**config.mk**
```make
export PLATFORM = sky130hd
export DESIGN_NAME = pwr_clk_ctrl
export DESIGN_NICKNAME = d
export VERILOG_FILES = /design/src/pwr_clk_pkg.sv /design/src/key_guard_if.sv /design/src/pwr_clk_ctrl.sv /design/src/key_guard.sv
export SDC_FILE = /design/constraint.sdc
export NUM_CORES = 1
export LEC_CHECK = 0
export ABC_AREA = 0
export BUFFER_PORTS_ARGS = -buffer_cell sky130_fd_sc_hd__buf_4
export CAP_MARGIN = 10
export CORE_MARGIN = 2
export CORE_UTILIZATION = 30
export DETAILED_ROUTE_END_ITERATION = 10
export HOLD_SLACK_MARGIN = 0.03
export PLACE_DENSITY = 0.57
export SLEW_MARGIN = 30
export SYNTH_ARGS = -nofsm -noshare
export SYNTH_HDL_FRONTEND = slang
export SYNTH_SLANG_ARGS = --single-unit
```
**constraint.sdc**
```tcl
create_clock -name clk_i -period 2.8 [get_ports clk_i]
set_input_delay 0 -clock clk_i [delete_from_list [all_inputs] [get_ports clk_i]]
set_output_delay 0 -clock clk_i [all_outputs]
set_load 0.05 [all_outputs]
```
**src/pwr_clk_pkg.sv**
```systemverilog
// Summary of operation
// - Power control resets to 0x7B
// - Bit 6 enables crystal circuitry
// - PLL off stops PLL-clocked timers
// - PLL enable set on reset and wake
// - Bit 4 enables peripherals, set on wake
// - Bit 3 enables core, set on wake
// - Core clock is PLL clock over 2^divider
// - Divider resets to 011, 1.28 MHz
// - Select code 10 picks external crystal
// - Locked PLL gives steady 10.24 MHz clock
package pwr_clk_pkg;

  // ------------------------------------------------------------
  // Register map
  // ------------------------------------------------------------
  localparam logic [31:0] ADDR_PWR_KEY1 = 32'hFFFF0404;
  localparam logic [31:0] ADDR_PWR_CTRL = 32'hFFFF0408;
  localparam logic [31:0] ADDR_PWR_KEY2 = 32'hFFFF040C;
  localparam logic [31:0] ADDR_PLL_KEY1 = 32'hFFFF0410;
  localparam logic [31:0] ADDR_PLL_SEL = 32'hFFFF0414;
  localparam logic [31:0] ADDR_PLL_KEY2 = 32'hFFFF0418;

  localparam logic [15:0] PWR_KEY1_VAL = 16'h0001;
  localparam logic [15:0] PWR_KEY2_VAL = 16'h00F4;
  localparam logic [15:0] PLL_KEY1_VAL = 16'h00AA;
  localparam logic [15:0] PLL_KEY2_VAL = 16'h0055;

  // ------------------------------------------------------------
  // Fields and reset values
  // ------------------------------------------------------------
  localparam logic [7:0] PWR_CTRL_RST = 8'h7B;
  localparam logic [7:0] PWR_CTRL_MASK = 8'h7F;
  localparam logic [7:0] WAKE_SET_MASK = 8'h38;
  localparam logic [2:0] CD_RST = 3'h3;
  localparam int CRYSTAL_BIT = 6;
  localparam int PLL_EN_BIT = 5;
  localparam int PERIPH_BIT = 4;
  localparam int CORE_BIT = 3;
  localparam logic [1:0] PLL_SEL_RST = 2'h0;
  localparam logic [1:0] OSCILLATOR_SELECT_EXT = 2'h2;

  // ------------------------------------------------------------
  // Timing
  // ------------------------------------------------------------
  localparam int CLK_HZ = 40_000_000;
  localparam int PLL_HZ = 10_240_000;
  localparam int NCO_UNIT_HZ = 320_000;
  localparam logic [7:0] NCO_STEP = 8'(PLL_HZ / NCO_UNIT_HZ);
  localparam logic [7:0] NCO_MOD = 8'(CLK_HZ / NCO_UNIT_HZ);
  localparam int LOCK_TIME_NS = 1000;
  localparam int LOCK_CYCLES = (LOCK_TIME_NS * (CLK_HZ / 1_000_000) + 999) / 1000;

  // ------------------------------------------------------------
  // Key sequence states
  // ------------------------------------------------------------
  typedef enum logic [1:0] {
    G_IDLE = 2'b00,
    G_KEYED = 2'b01,
    G_PEND = 2'b10
  } guard_state_e;

endpackage : pwr_clk_pkg

```
**src/key_guard_if.sv**
```systemverilog
`timescale 1ns/1ps
interface key_guard_if;
  logic access;
  logic first_ok;
  logic reg_wr;
  logic second_ok;
  logic [7:0] data;
  logic commit;
  logic [7:0] value;

  modport ctrl (
    output access, first_ok, reg_wr, second_ok, data,
    input commit, value
  );
  modport guard (
    input access, first_ok, reg_wr, second_ok, data,
    output commit, value
  );
endinterface : key_guard_if

```
**src/pwr_clk_ctrl.sv**
```systemverilog
`timescale 1ns/1ps
module pwr_clk_ctrl
  import pwr_clk_pkg::*;
(
  // Clock and reset
  input wire logic clk_i,
  input wire logic reset_n_i,

  // Avalon-MM slave
  input wire logic [31:0] avs_address_i,
  input wire logic avs_read_i,
  input wire logic avs_write_i,
  input wire logic [31:0] avs_writedata_i,
  input wire logic [3:0] avs_byteenable_i,
  output logic [31:0] avs_readdata_o,
  output logic avs_waitrequest_o,

  // Wake-up event
  input wire logic wake_i,

  // Power enables
  output logic crystal_enable_o,
  output logic pll_enable_o,
  output logic peripheral_enable_o,
  output logic core_enable_o,

  // Clocking
  output logic pll_ref_external_o,
  output logic pll_locked_o,
  output logic pll_output_clock_en_o,
  output logic core_clk_en_o
);

  localparam int LW = $clog2(LOCK_CYCLES + 1);
  localparam logic [LW-1:0] LOCK_MAX = LW'(LOCK_CYCLES);

  // ------------------------------------------------------------
  // State
  // ------------------------------------------------------------
  typedef struct packed {
    logic waitreq;
    logic [31:0] rdata;
    logic [7:0] pwr;
    logic [1:0] oscillator_select;
    logic ref_ext;
    logic [LW-1:0] lock_cnt;
    logic locked;
    logic [7:0] nco;
    logic pll_output_clock_en;
    logic [6:0] div_cnt;
    logic core_en;
  } ctrl_s;

  localparam ctrl_s CTRL_RST = '{
    waitreq: 1'b1,
    rdata: 32'h0000_0000,
    pwr: PWR_CTRL_RST,
    oscillator_select: PLL_SEL_RST,
    ref_ext: 1'b0,
    lock_cnt: '0,
    locked: 1'b0,
    nco: 8'h00,
    pll_output_clock_en: 1'b0,
    div_cnt: 7'h00,
    core_en: 1'b0
  };

  ctrl_s q;
  ctrl_s d;

  // ------------------------------------------------------------
  // Helpers
  // ------------------------------------------------------------
  function automatic logic [6:0] div_limit(input logic [2:0] cd);
    logic [7:0] full;
    full = (8'h01 << cd) - 8'h01;
    return full[6:0];
  endfunction : div_limit

  function automatic logic [31:0] read_word(
    input logic [31:0] addr,
    input logic [7:0] pwr,
    input logic [1:0] oscillator_select
  );
    logic [31:0] w;
    w = 32'h0000_0000;
    if (addr == ADDR_PWR_CTRL) begin
      w = {24'h00_0000, pwr};
    end else if (addr == ADDR_PLL_SEL) begin
      w = {30'h0000_0000, oscillator_select};
    end
    return w;
  endfunction : read_word

  // ------------------------------------------------------------
  // Bus decode
  // ------------------------------------------------------------
  logic req;
  logic taken;
  logic wr_ok;
  logic [15:0] wkey;
  logic ref_ok;
  logic [7:0] nco_sum;

  assign req = avs_read_i | avs_write_i;
  assign taken = req & ~q.waitreq;
  assign wr_ok = taken & avs_write_i & avs_byteenable_i[0];
  assign wkey = avs_writedata_i[15:0];

  key_guard_if kg_pwr ();
  key_guard_if kg_pll ();

  // Power control key pair
  assign kg_pwr.access = taken;
  assign kg_pwr.first_ok = wr_ok
    & (avs_address_i == ADDR_PWR_KEY1)
    & (wkey == PWR_KEY1_VAL);
  assign kg_pwr.reg_wr = wr_ok & (avs_address_i == ADDR_PWR_CTRL);
  assign kg_pwr.second_ok = wr_ok
    & (avs_address_i == ADDR_PWR_KEY2)
    & (wkey == PWR_KEY2_VAL);
  assign kg_pwr.data = avs_writedata_i[7:0];

  // PLL select key pair
  assign kg_pll.access = taken;
  assign kg_pll.first_ok = wr_ok
    & (avs_address_i == ADDR_PLL_KEY1)
    & (wkey == PLL_KEY1_VAL);
  assign kg_pll.reg_wr = wr_ok & (avs_address_i == ADDR_PLL_SEL);
  assign kg_pll.second_ok = wr_ok
    & (avs_address_i == ADDR_PLL_KEY2)
    & (wkey == PLL_KEY2_VAL);
  assign kg_pll.data = avs_writedata_i[7:0];

  key_guard u_pwr_guard (
    .clk_i(clk_i),
    .reset_n_i(reset_n_i),
    .kg(kg_pwr)
  );

  key_guard u_pll_guard (
    .clk_i(clk_i),
    .reset_n_i(reset_n_i),
    .kg(kg_pll)
  );

  // ------------------------------------------------------------
  // Next state
  // ------------------------------------------------------------
  assign ref_ok = (q.oscillator_select != OSCILLATOR_SELECT_EXT) | q.pwr[CRYSTAL_BIT];
  assign nco_sum = q.nco + NCO_STEP;

  always_comb begin
    d = q;

    // Bus answer one cycle after the request
    if (q.waitreq) begin
      if (req) begin
        d.waitreq = 1'b0;
        d.rdata = avs_read_i
          ? read_word(avs_address_i, q.pwr, q.oscillator_select)
          : 32'h0000_0000;
      end
    end else begin
      d.waitreq = 1'b1;
    end

    // Protected registers, bit 7 kept clear
    if (kg_pwr.commit) begin
      d.pwr = kg_pwr.value & PWR_CTRL_MASK;
    end
    if (wake_i) begin
      d.pwr = d.pwr | WAKE_SET_MASK;
    end
    if (kg_pll.commit) begin
      d.oscillator_select = kg_pll.value[1:0];
    end
    d.ref_ext = (d.oscillator_select == OSCILLATOR_SELECT_EXT);

    // PLL lock on a live reference
    if (!q.pwr[PLL_EN_BIT] || !ref_ok || kg_pll.commit) begin
      d.lock_cnt = '0;
      d.locked = 1'b0;
    end else if (q.lock_cnt == LOCK_MAX) begin
      d.locked = 1'b1;
    end else begin
      d.lock_cnt = q.lock_cnt + LW'(1);
    end

    // PLL output rate as an enable
    d.pll_output_clock_en = 1'b0;
    if (q.locked && q.pwr[PLL_EN_BIT]) begin
      if (nco_sum >= NCO_MOD) begin
        d.nco = nco_sum - NCO_MOD;
        d.pll_output_clock_en = 1'b1;
      end else begin
        d.nco = nco_sum;
      end
    end else begin
      d.nco = 8'h00;
    end

    // Core clock divider
    d.core_en = 1'b0;
    if (!q.locked) begin
      d.div_cnt = 7'h00;
    end else if (q.pll_output_clock_en) begin
      if (q.div_cnt >= div_limit(q.pwr[2:0])) begin
        d.div_cnt = 7'h00;
        d.core_en = q.pwr[CORE_BIT];
      end else begin
        d.div_cnt = q.div_cnt + 7'h01;
      end
    end
  end

  // ------------------------------------------------------------
  // Registers
  // ------------------------------------------------------------
  always_ff @(posedge clk_i) begin
    if (!reset_n_i) begin
      q <= CTRL_RST;
    end else begin
      q <= d;
    end
  end

  // ------------------------------------------------------------
  // Outputs
  // ------------------------------------------------------------
  assign avs_readdata_o = q.rdata;
  assign avs_waitrequest_o = q.waitreq;
  assign crystal_enable_o = q.pwr[CRYSTAL_BIT];
  assign pll_enable_o = q.pwr[PLL_EN_BIT];
  assign peripheral_enable_o = q.pwr[PERIPH_BIT];
  assign core_enable_o = q.pwr[CORE_BIT];
  assign pll_ref_external_o = q.ref_ext;
  assign pll_locked_o = q.locked;
  assign pll_output_clock_en_o = q.pll_output_clock_en;
  assign core_clk_en_o = q.core_en;

  // ------------------------------------------------------------
  // Checks
  // ------------------------------------------------------------
  AST_RESET_VALUE: assert property (
    @(posedge clk_i) disable iff (!reset_n_i)
    $rose(reset_n_i) |-> (q.pwr == PWR_CTRL_RST) && (q.pwr[2:0] == CD_RST)
      && crystal_enable_o && pll_enable_o && core_enable_o
  ) else $error("power control not at reset value after reset");

  AST_CRYSTAL_OFF: assert property (
    @(posedge clk_i) disable iff (!reset_n_i)
    (kg_pwr.commit && !kg_pwr.value[CRYSTAL_BIT]) |=> !crystal_enable_o
  ) else $error("crystal still enabled after keyed clear");

  AST_PLL_OFF_STOPS: assert property (
    @(posedge clk_i) disable iff (!reset_n_i)
    !pll_enable_o |=> !pll_output_clock_en_o && !core_clk_en_o
  ) else $error("PLL clock enable pulses while PLL is off");

  AST_WAKE_SETS: assert property (
    @(posedge clk_i) disable iff (!reset_n_i)
    wake_i |=> pll_enable_o && peripheral_enable_o && core_enable_o
  ) else $error("wake-up did not set the enable bits");

  AST_CORE_FROM_PLL_OUTPUT_CLOCK: assert property (
    @(posedge clk_i) disable iff (!reset_n_i)
    core_clk_en_o |-> $past(pll_output_clock_en_o) && $past(core_enable_o)
  ) else $error("core enable pulse not derived from PLL pulse");

  AST_FAST_DIVIDE: assert property (
    @(posedge clk_i) disable iff (!reset_n_i)
    (q.pwr[2:0] == 3'h0 && q.locked && core_enable_o && !kg_pwr.commit
      && !kg_pll.commit && pll_output_clock_en_o)
    |=> core_clk_en_o
  ) else $error("divider zero does not pass every PLL pulse");

  AST_REF_INTERNAL: assert property (
    @(posedge clk_i) disable iff (!reset_n_i)
    (kg_pll.commit && kg_pll.value[1:0] != OSCILLATOR_SELECT_EXT) |=> !pll_ref_external_o
  ) else $error("external reference chosen by a non-external code");

  AST_LOCK_DELAY: assert property (
    @(posedge clk_i) disable iff (!reset_n_i)
    $rose(pll_enable_o) |-> !pll_locked_o [*8]
  ) else $error("PLL locked too soon after power-up");

  AST_PLL_OUTPUT_CLOCK_NEEDS_LOCK: assert property (
    @(posedge clk_i) disable iff (!reset_n_i)
    pll_output_clock_en_o |-> $past(pll_locked_o) ##1 !pll_output_clock_en_o
  ) else $error("PLL clock pulse without lock or back to back");

  AST_PWR_COMMIT: assert property (
    @(posedge clk_i) disable iff (!reset_n_i)
    (kg_pwr.commit && !wake_i) |=> q.pwr == ($past(kg_pwr.value) & PWR_CTRL_MASK)
  ) else $error("keyed power write not applied");

  AST_PWR_HELD: assert property (
    @(posedge clk_i) disable iff (!reset_n_i)
    (!kg_pwr.commit && !wake_i) |=> $stable(q.pwr)
  ) else $error("power control changed without keyed write or wake");

  AST_SEL_HELD: assert property (
    @(posedge clk_i) disable iff (!reset_n_i)
    !kg_pll.commit |=> $stable(q.oscillator_select)
  ) else $error("oscillator select changed without keyed write");

  AST_REF_EXTERNAL: assert property (
    @(posedge clk_i) disable iff (!reset_n_i)
    (kg_pll.commit && kg_pll.value[1:0] == OSCILLATOR_SELECT_EXT) |=> pll_ref_external_o
  ) else $error("external code did not choose the crystal");

  AST_CRYSTAL_ON: assert property (
    @(posedge clk_i) disable iff (!reset_n_i)
    (kg_pwr.commit && kg_pwr.value[CRYSTAL_BIT]) |=> crystal_enable_o
  ) else $error("crystal not enabled after keyed set");

  AST_PERIPH_OFF: assert property (
    @(posedge clk_i) disable iff (!reset_n_i)
    (kg_pwr.commit && !kg_pwr.value[PERIPH_BIT] && !wake_i) |=> !peripheral_enable_o
  ) else $error("peripherals still enabled after keyed clear");

  AST_CORE_OFF: assert property (
    @(posedge clk_i) disable iff (!reset_n_i)
    (kg_pwr.commit && !kg_pwr.value[CORE_BIT] && !wake_i) |=> !core_enable_o
  ) else $error("core still enabled after keyed clear");

  AST_CORE_GATED: assert property (
    @(posedge clk_i) disable iff (!reset_n_i)
    !core_enable_o |=> !core_clk_en_o
  ) else $error("core clock pulse while core is off");

  AST_UNLOCK_WHEN_OFF: assert property (
    @(posedge clk_i) disable iff (!reset_n_i)
    !pll_enable_o |=> !pll_locked_o
  ) else $error("PLL reports lock while powered down");

  AST_CORE_SPACING: assert property (
    @(posedge clk_i) disable iff (!reset_n_i)
    core_clk_en_o |=> !core_clk_en_o
  ) else $error("core clock pulses back to back");

  AST_PLL_OUTPUT_CLOCK_SPACING: assert property (
    @(posedge clk_i) disable iff (!reset_n_i)
    pll_output_clock_en_o |=> !pll_output_clock_en_o [*2]
  ) else $error("PLL clock pulses closer than its rate allows");

endmodule : pwr_clk_ctrl

```
**src/key_guard.sv**
```systemverilog
`timescale 1ns/1ps
module key_guard
  import pwr_clk_pkg::*;
(
  // Clock and reset
  input wire logic clk_i,
  input wire logic reset_n_i,
  // Bus side
  key_guard_if.guard kg
);

  typedef struct packed {
    guard_state_e st;
    logic [7:0] val;
  } guard_s;

  localparam guard_s GUARD_RST = '{st: G_IDLE, val: 8'h00};

  guard_s q;
  guard_s d;

  // ------------------------------------------------------------
  // Key, write, key sequence
  // ------------------------------------------------------------
  always_comb begin
    d = q;
    if (kg.access) begin
      unique case (q.st)
        G_IDLE: begin
          if (kg.first_ok) begin
            d.st = G_KEYED;
          end
        end
        G_KEYED: begin
          if (kg.reg_wr) begin
            d.st = G_PEND;
            d.val = kg.data;
          end else if (kg.first_ok) begin
            d.st = G_KEYED;
          end else begin
            d.st = G_IDLE;
          end
        end
        G_PEND: begin
          d.st = kg.first_ok ? G_KEYED : G_IDLE;
        end
        default: begin
          d.st = G_IDLE;
        end
      endcase
    end
  end

  // Commit only on the closing key
  assign kg.commit = kg.access & kg.second_ok & (q.st == G_PEND);
  assign kg.value = q.val;

  always_ff @(posedge clk_i) begin
    if (!reset_n_i) begin
      q <= GUARD_RST;
    end else begin
      q <= d;
    end
  end

  // ------------------------------------------------------------
  // Checks
  // ------------------------------------------------------------
  AST_COMMIT_AFTER_WRITE: assert property (
    @(posedge clk_i) disable iff (!reset_n_i)
    $rose(q.st == G_PEND) |-> $past(kg.access && kg.reg_wr && q.st == G_KEYED)
  ) else $error("protected write pending without preceding key and write");

  AST_NO_COMMIT_UNKEYED: assert property (
    @(posedge clk_i) disable iff (!reset_n_i)
    (kg.access && kg.reg_wr && q.st != G_KEYED) |=> q.st != G_PEND
  ) else $error("protected write armed without opening key");

endmodule : key_guard

```
==> impl_metrics.csv <==
group,metric,value,unit
cells_and_area,multiInputGateArea,1790,um^2
hold_path,min-delay-path-class,"in2reg",
routing,first_pass_iters,4,
timing,tightest_slew,0.763,ns
timing,totalNegativeSetupSlack,0,ns
timing,relSlewSlack,49.1,%
setup_path,r2r_slack,0.64,ns
timing,fin_worst_skew,0.0137,ns
clocking,cts.sink_count,55,
setup_path,worstPathMaxFanout,8,
die,die_h,106,um
cells_and_area,area_growth_syn_to_layout,23.3,%
run,max_cap_violations,0,
status,status,"completed",
clocking,insertion_delay,0.32,ns
routing,final_antenna_net_count,0,
synthesis,synthArstFlopShare,0,%
routing,vias_per_cell,4.85,
setup_path,r2r-start,"q[28]",
global_route,antenna_found_initial,0,
hold_path,hold_end,"u_pll_guard.q[8]",
setup_path,cp-start-kind,"flop",
timing,slew_viol_final,0,
synthesis,synth.avg_cell_area,8.44,um^2
timing,finalSetupViolations,0,
die,boundaryPins,114,
synthesis,synth.top_cell.area_share,35.2,%
clocking,cts-htree-levels,2,
synthesis,netlist_area,3130,um^2
clocking,path_clk_slew,0.11,ns
routing,met1_length,3.56,mm
timing,fin_crit_sh,77.3,%
power_and_ir_drop,p_int,1050,uW
power_and_ir_drop,combPwrFrac,14.3,%
timing,fmax,462,MHz
timing,period_minus_slack,2.16,ns
place,gp_congestion,0.850,
setup_path,critical_path_class,"reg2reg",
clocking,root_buffer,"clkbuf_8",
place,port-buffer-count,69,
power_and_ir_drop,total_power,1470,uW
setup_path,regToRegEndpoint,"core_clk_en_o",
routing,drc,0,
power_and_ir_drop,p_sw_share,28.9,%
global_route,grt_pass1_vias,2743,
routing,detail_route.wirelength,7.52,mm
cells_and_area,drive_above_1_share,21.8,%
synthesis,synth_top_flop_cell,"dfxtp_1",
die,row_count,37,
clocking,post_cts_buffers,0,
power_and_ir_drop,leakage,0.00157,uW
clocking,numCtsBuffers,5,
global_route,grt.total_usage,13.7,%
clocking,cts_tree,"built",
timing,rsz0062_at_grt,"no",
die,coreArea,10200,um^2
routing,dr.first_iter.drc_count,120,
place,place_hpwl,5.99,mm
global_route,gr-total-overflow,0,
power_and_ir_drop,power_density,381,nW/um^2
power_and_ir_drop,ir_drop,0.220,mV
setup_path,worstRegToRegCells,7,
routing,wl_met2,3.59,mm
setup_path,worst_ep_required_time,3.03,ns
cells_and_area,n_fill_cell,1060,
die,die_w,106,um
hold_path,min-delay-start,"avs_writedata_i[7]",
synthesis,yosysTopAreaCell,"dfxtp_1",
synthesis,ys_ff_latch,55,
setup_path,crit_path_end_kind,"flop",
die,die_area,11300,um^2
power_and_ir_drop,p_clk_share,31.8,%
synthesis,synth_edf_count,0,
synthesis,synth_cell_types,52,
synthesis,ys_seq_area_share,35.2,%
power_and_ir_drop,switching_power,424,uW
synthesis,synth.area.top_cells,"dfxtp_1 (35%), buf_4 (7.9%), ha_1 (5.6%)",
die,start_util,30.6,%
clocking,clk_path_buf_depth,2,
cells_and_area,seq_area,1100,um^2
routing,vias,2813,
cells_and_area,insertedDiodeCount,0,
setup_path,arrival,2.39,ns
hold_path,hold_depth,5,
routing,highest_layer,"met4",
power_and_ir_drop,seqPwrFrac,53.9,%
global_route,grt_pass1_wl,12.5,mm
synthesis,yosysWarnings,0,
synthesis,syn_inst,371,
routing,wl_met3,296,um
timing,finalHoldViolations,0,
cells_and_area,nets,530,
global_route,grt_max_degree,22,
routing,wl_per_cell,13.0,um
-- worst max path at each step --
stage / from / to / slack (ns) / depth (start not counted)
3_3_place_gp: q[28] / core_clk_en_o / 0.68 / 7
4_1_cts: q[28] / core_clk_en_o / 0.63 / 7
2_1_floorplan: avs_waitrequest_o / pll_ref_external_o / 0.60 / 5
6_report: q[28] / core_clk_en_o / 0.64 / 7
3_5_place_dp: q[28] / core_clk_en_o / 0.65 / 7
5_1_grt: q[28] / core_clk_en_o / 0.52 / 7
-- cells by family (layout without fill, tap and decap cells) --
family	count (synthesis)	count (layout)	share of synthesized area, %
adder cells (fa/ha/maj)	14	14	5.59
XOR/XNOR	18	18	5.03
flip-flops	55	55	35.2
multiplexers	7	7	2.44
other	1	25	0.120
AND/OR/NAND/NOR	163	163	30.1
AO/OA/AOI/OAI	57	57	10.9
buffers and inverters	56	105	10.7
-- layout make-up --
type                            instances  share of cell area (%)
Clock buffer                            5                    1.78
Clock inverter                          3                   0.713
Inverter                               15                    1.46
Multi-Input combinational cell        284                    46.5
Sequential cell                        55                    28.5
Tap cell                              136                    4.41
Timing Repair Buffer                   82                    16.7
-- through the flow --
stage	setup slack (ns)	hold WS (ns)	std cells	utilization, %	instance area, um^2
6_report	0.636	0.0907	580	37.7	3860
5_1_grt	0.517	0.138	580	37.7	3860
4_1_cts	0.630	0.0795	580	37.7	3850
3_5_place_dp	0.646	0.285	561	35.6	3650
3_3_place_gp	0.678	0.279	561	35.6	3650
2_1_floorplan	0.600	0.144	395	-	3220
-- Yosys cell counts (all sizes together) (3+ instances only) --
cell / number
nor4: 13
o21ai: 15
dfxtp: 55
nor4b: 3
and2: 3
inv: 15
nand3: 19
nor2: 30
mux2i: 5
xnor2: 10
or2: 3
a31oi: 3
or4b: 3
nand4: 19
a21oi: 21
buf: 34
ha: 14
and3: 10
xor2: 8
a22oi: 8
clkbuf: 7
nand2: 31
nor3: 14
-- registers in the layout, summed over array words and instances, names as in the netlist --
signal / cells
q: 26
avs_readdata_o: 7
u_pwr_guard.kg.value: 7
u_pll_guard.kg.value: 2
u_pll_guard.q: 2
u_pwr_guard.q: 2
avs_waitrequest_o: 1
core_clk_en_o: 1
core_enable_o: 1
crystal_enable_o: 1
peripheral_enable_o: 1
pll_enable_o: 1
pll_locked_o: 1
pll_output_clock_en_o: 1
pll_ref_external_o: 1
-- cell usage in the layout, fill, tap and decap left out, types with 8 or more instances in the layout --
cell           synthesis  routed
buf_4                 33      71
nor3_1                12      12
xor2_1                 8       8
and3_1                10      10
o21ai_0               14      14
inv_1                 15      15
xnor2_1               10      10
a21oi_1               21      21
conb_1                 1      25
nand4_1               19      19
nor4_1                11      11
nor2_1                30      30
nand2_1               31      31
a22oi_1                8       8
dlygate4sd3_1          0      11
nand3_1               18      18
ha_1                  14      14
dfxtp_1               55      55
-- routing by layer --
layer,global-route usage [%],vias up
li1,-,1420
met4,3.48,0
met2,23.9,70
met3,2.27,7
met1,17.3,1316
met5,0,-
-- worst max-delay path: stages, from the launching register on --
cell and delay (ns):
dfxtp_1 0.39, or3_1 0.37, ha_1 0.27, nand2b_1 0.13
a21oi_1 0.14, o21ai_0 0.10, a221o_1 0.43, and4_1 0.25
-- power by group through the flow --
stage	logic [uW]	registers, uW	clock network (uW)
global route	226	794	520
global placement	195	810	0
detailed placement	198	810	0
floorplan	139	813	0
finish	210	792	467
CTS	210	792	485
-- repair_timing --
item,in CTS,in global routing
endpoints found under the hold margin,17,0
resized for setup,0,0
hold buffers,11,0
Power figures use the tool's default switching activity.
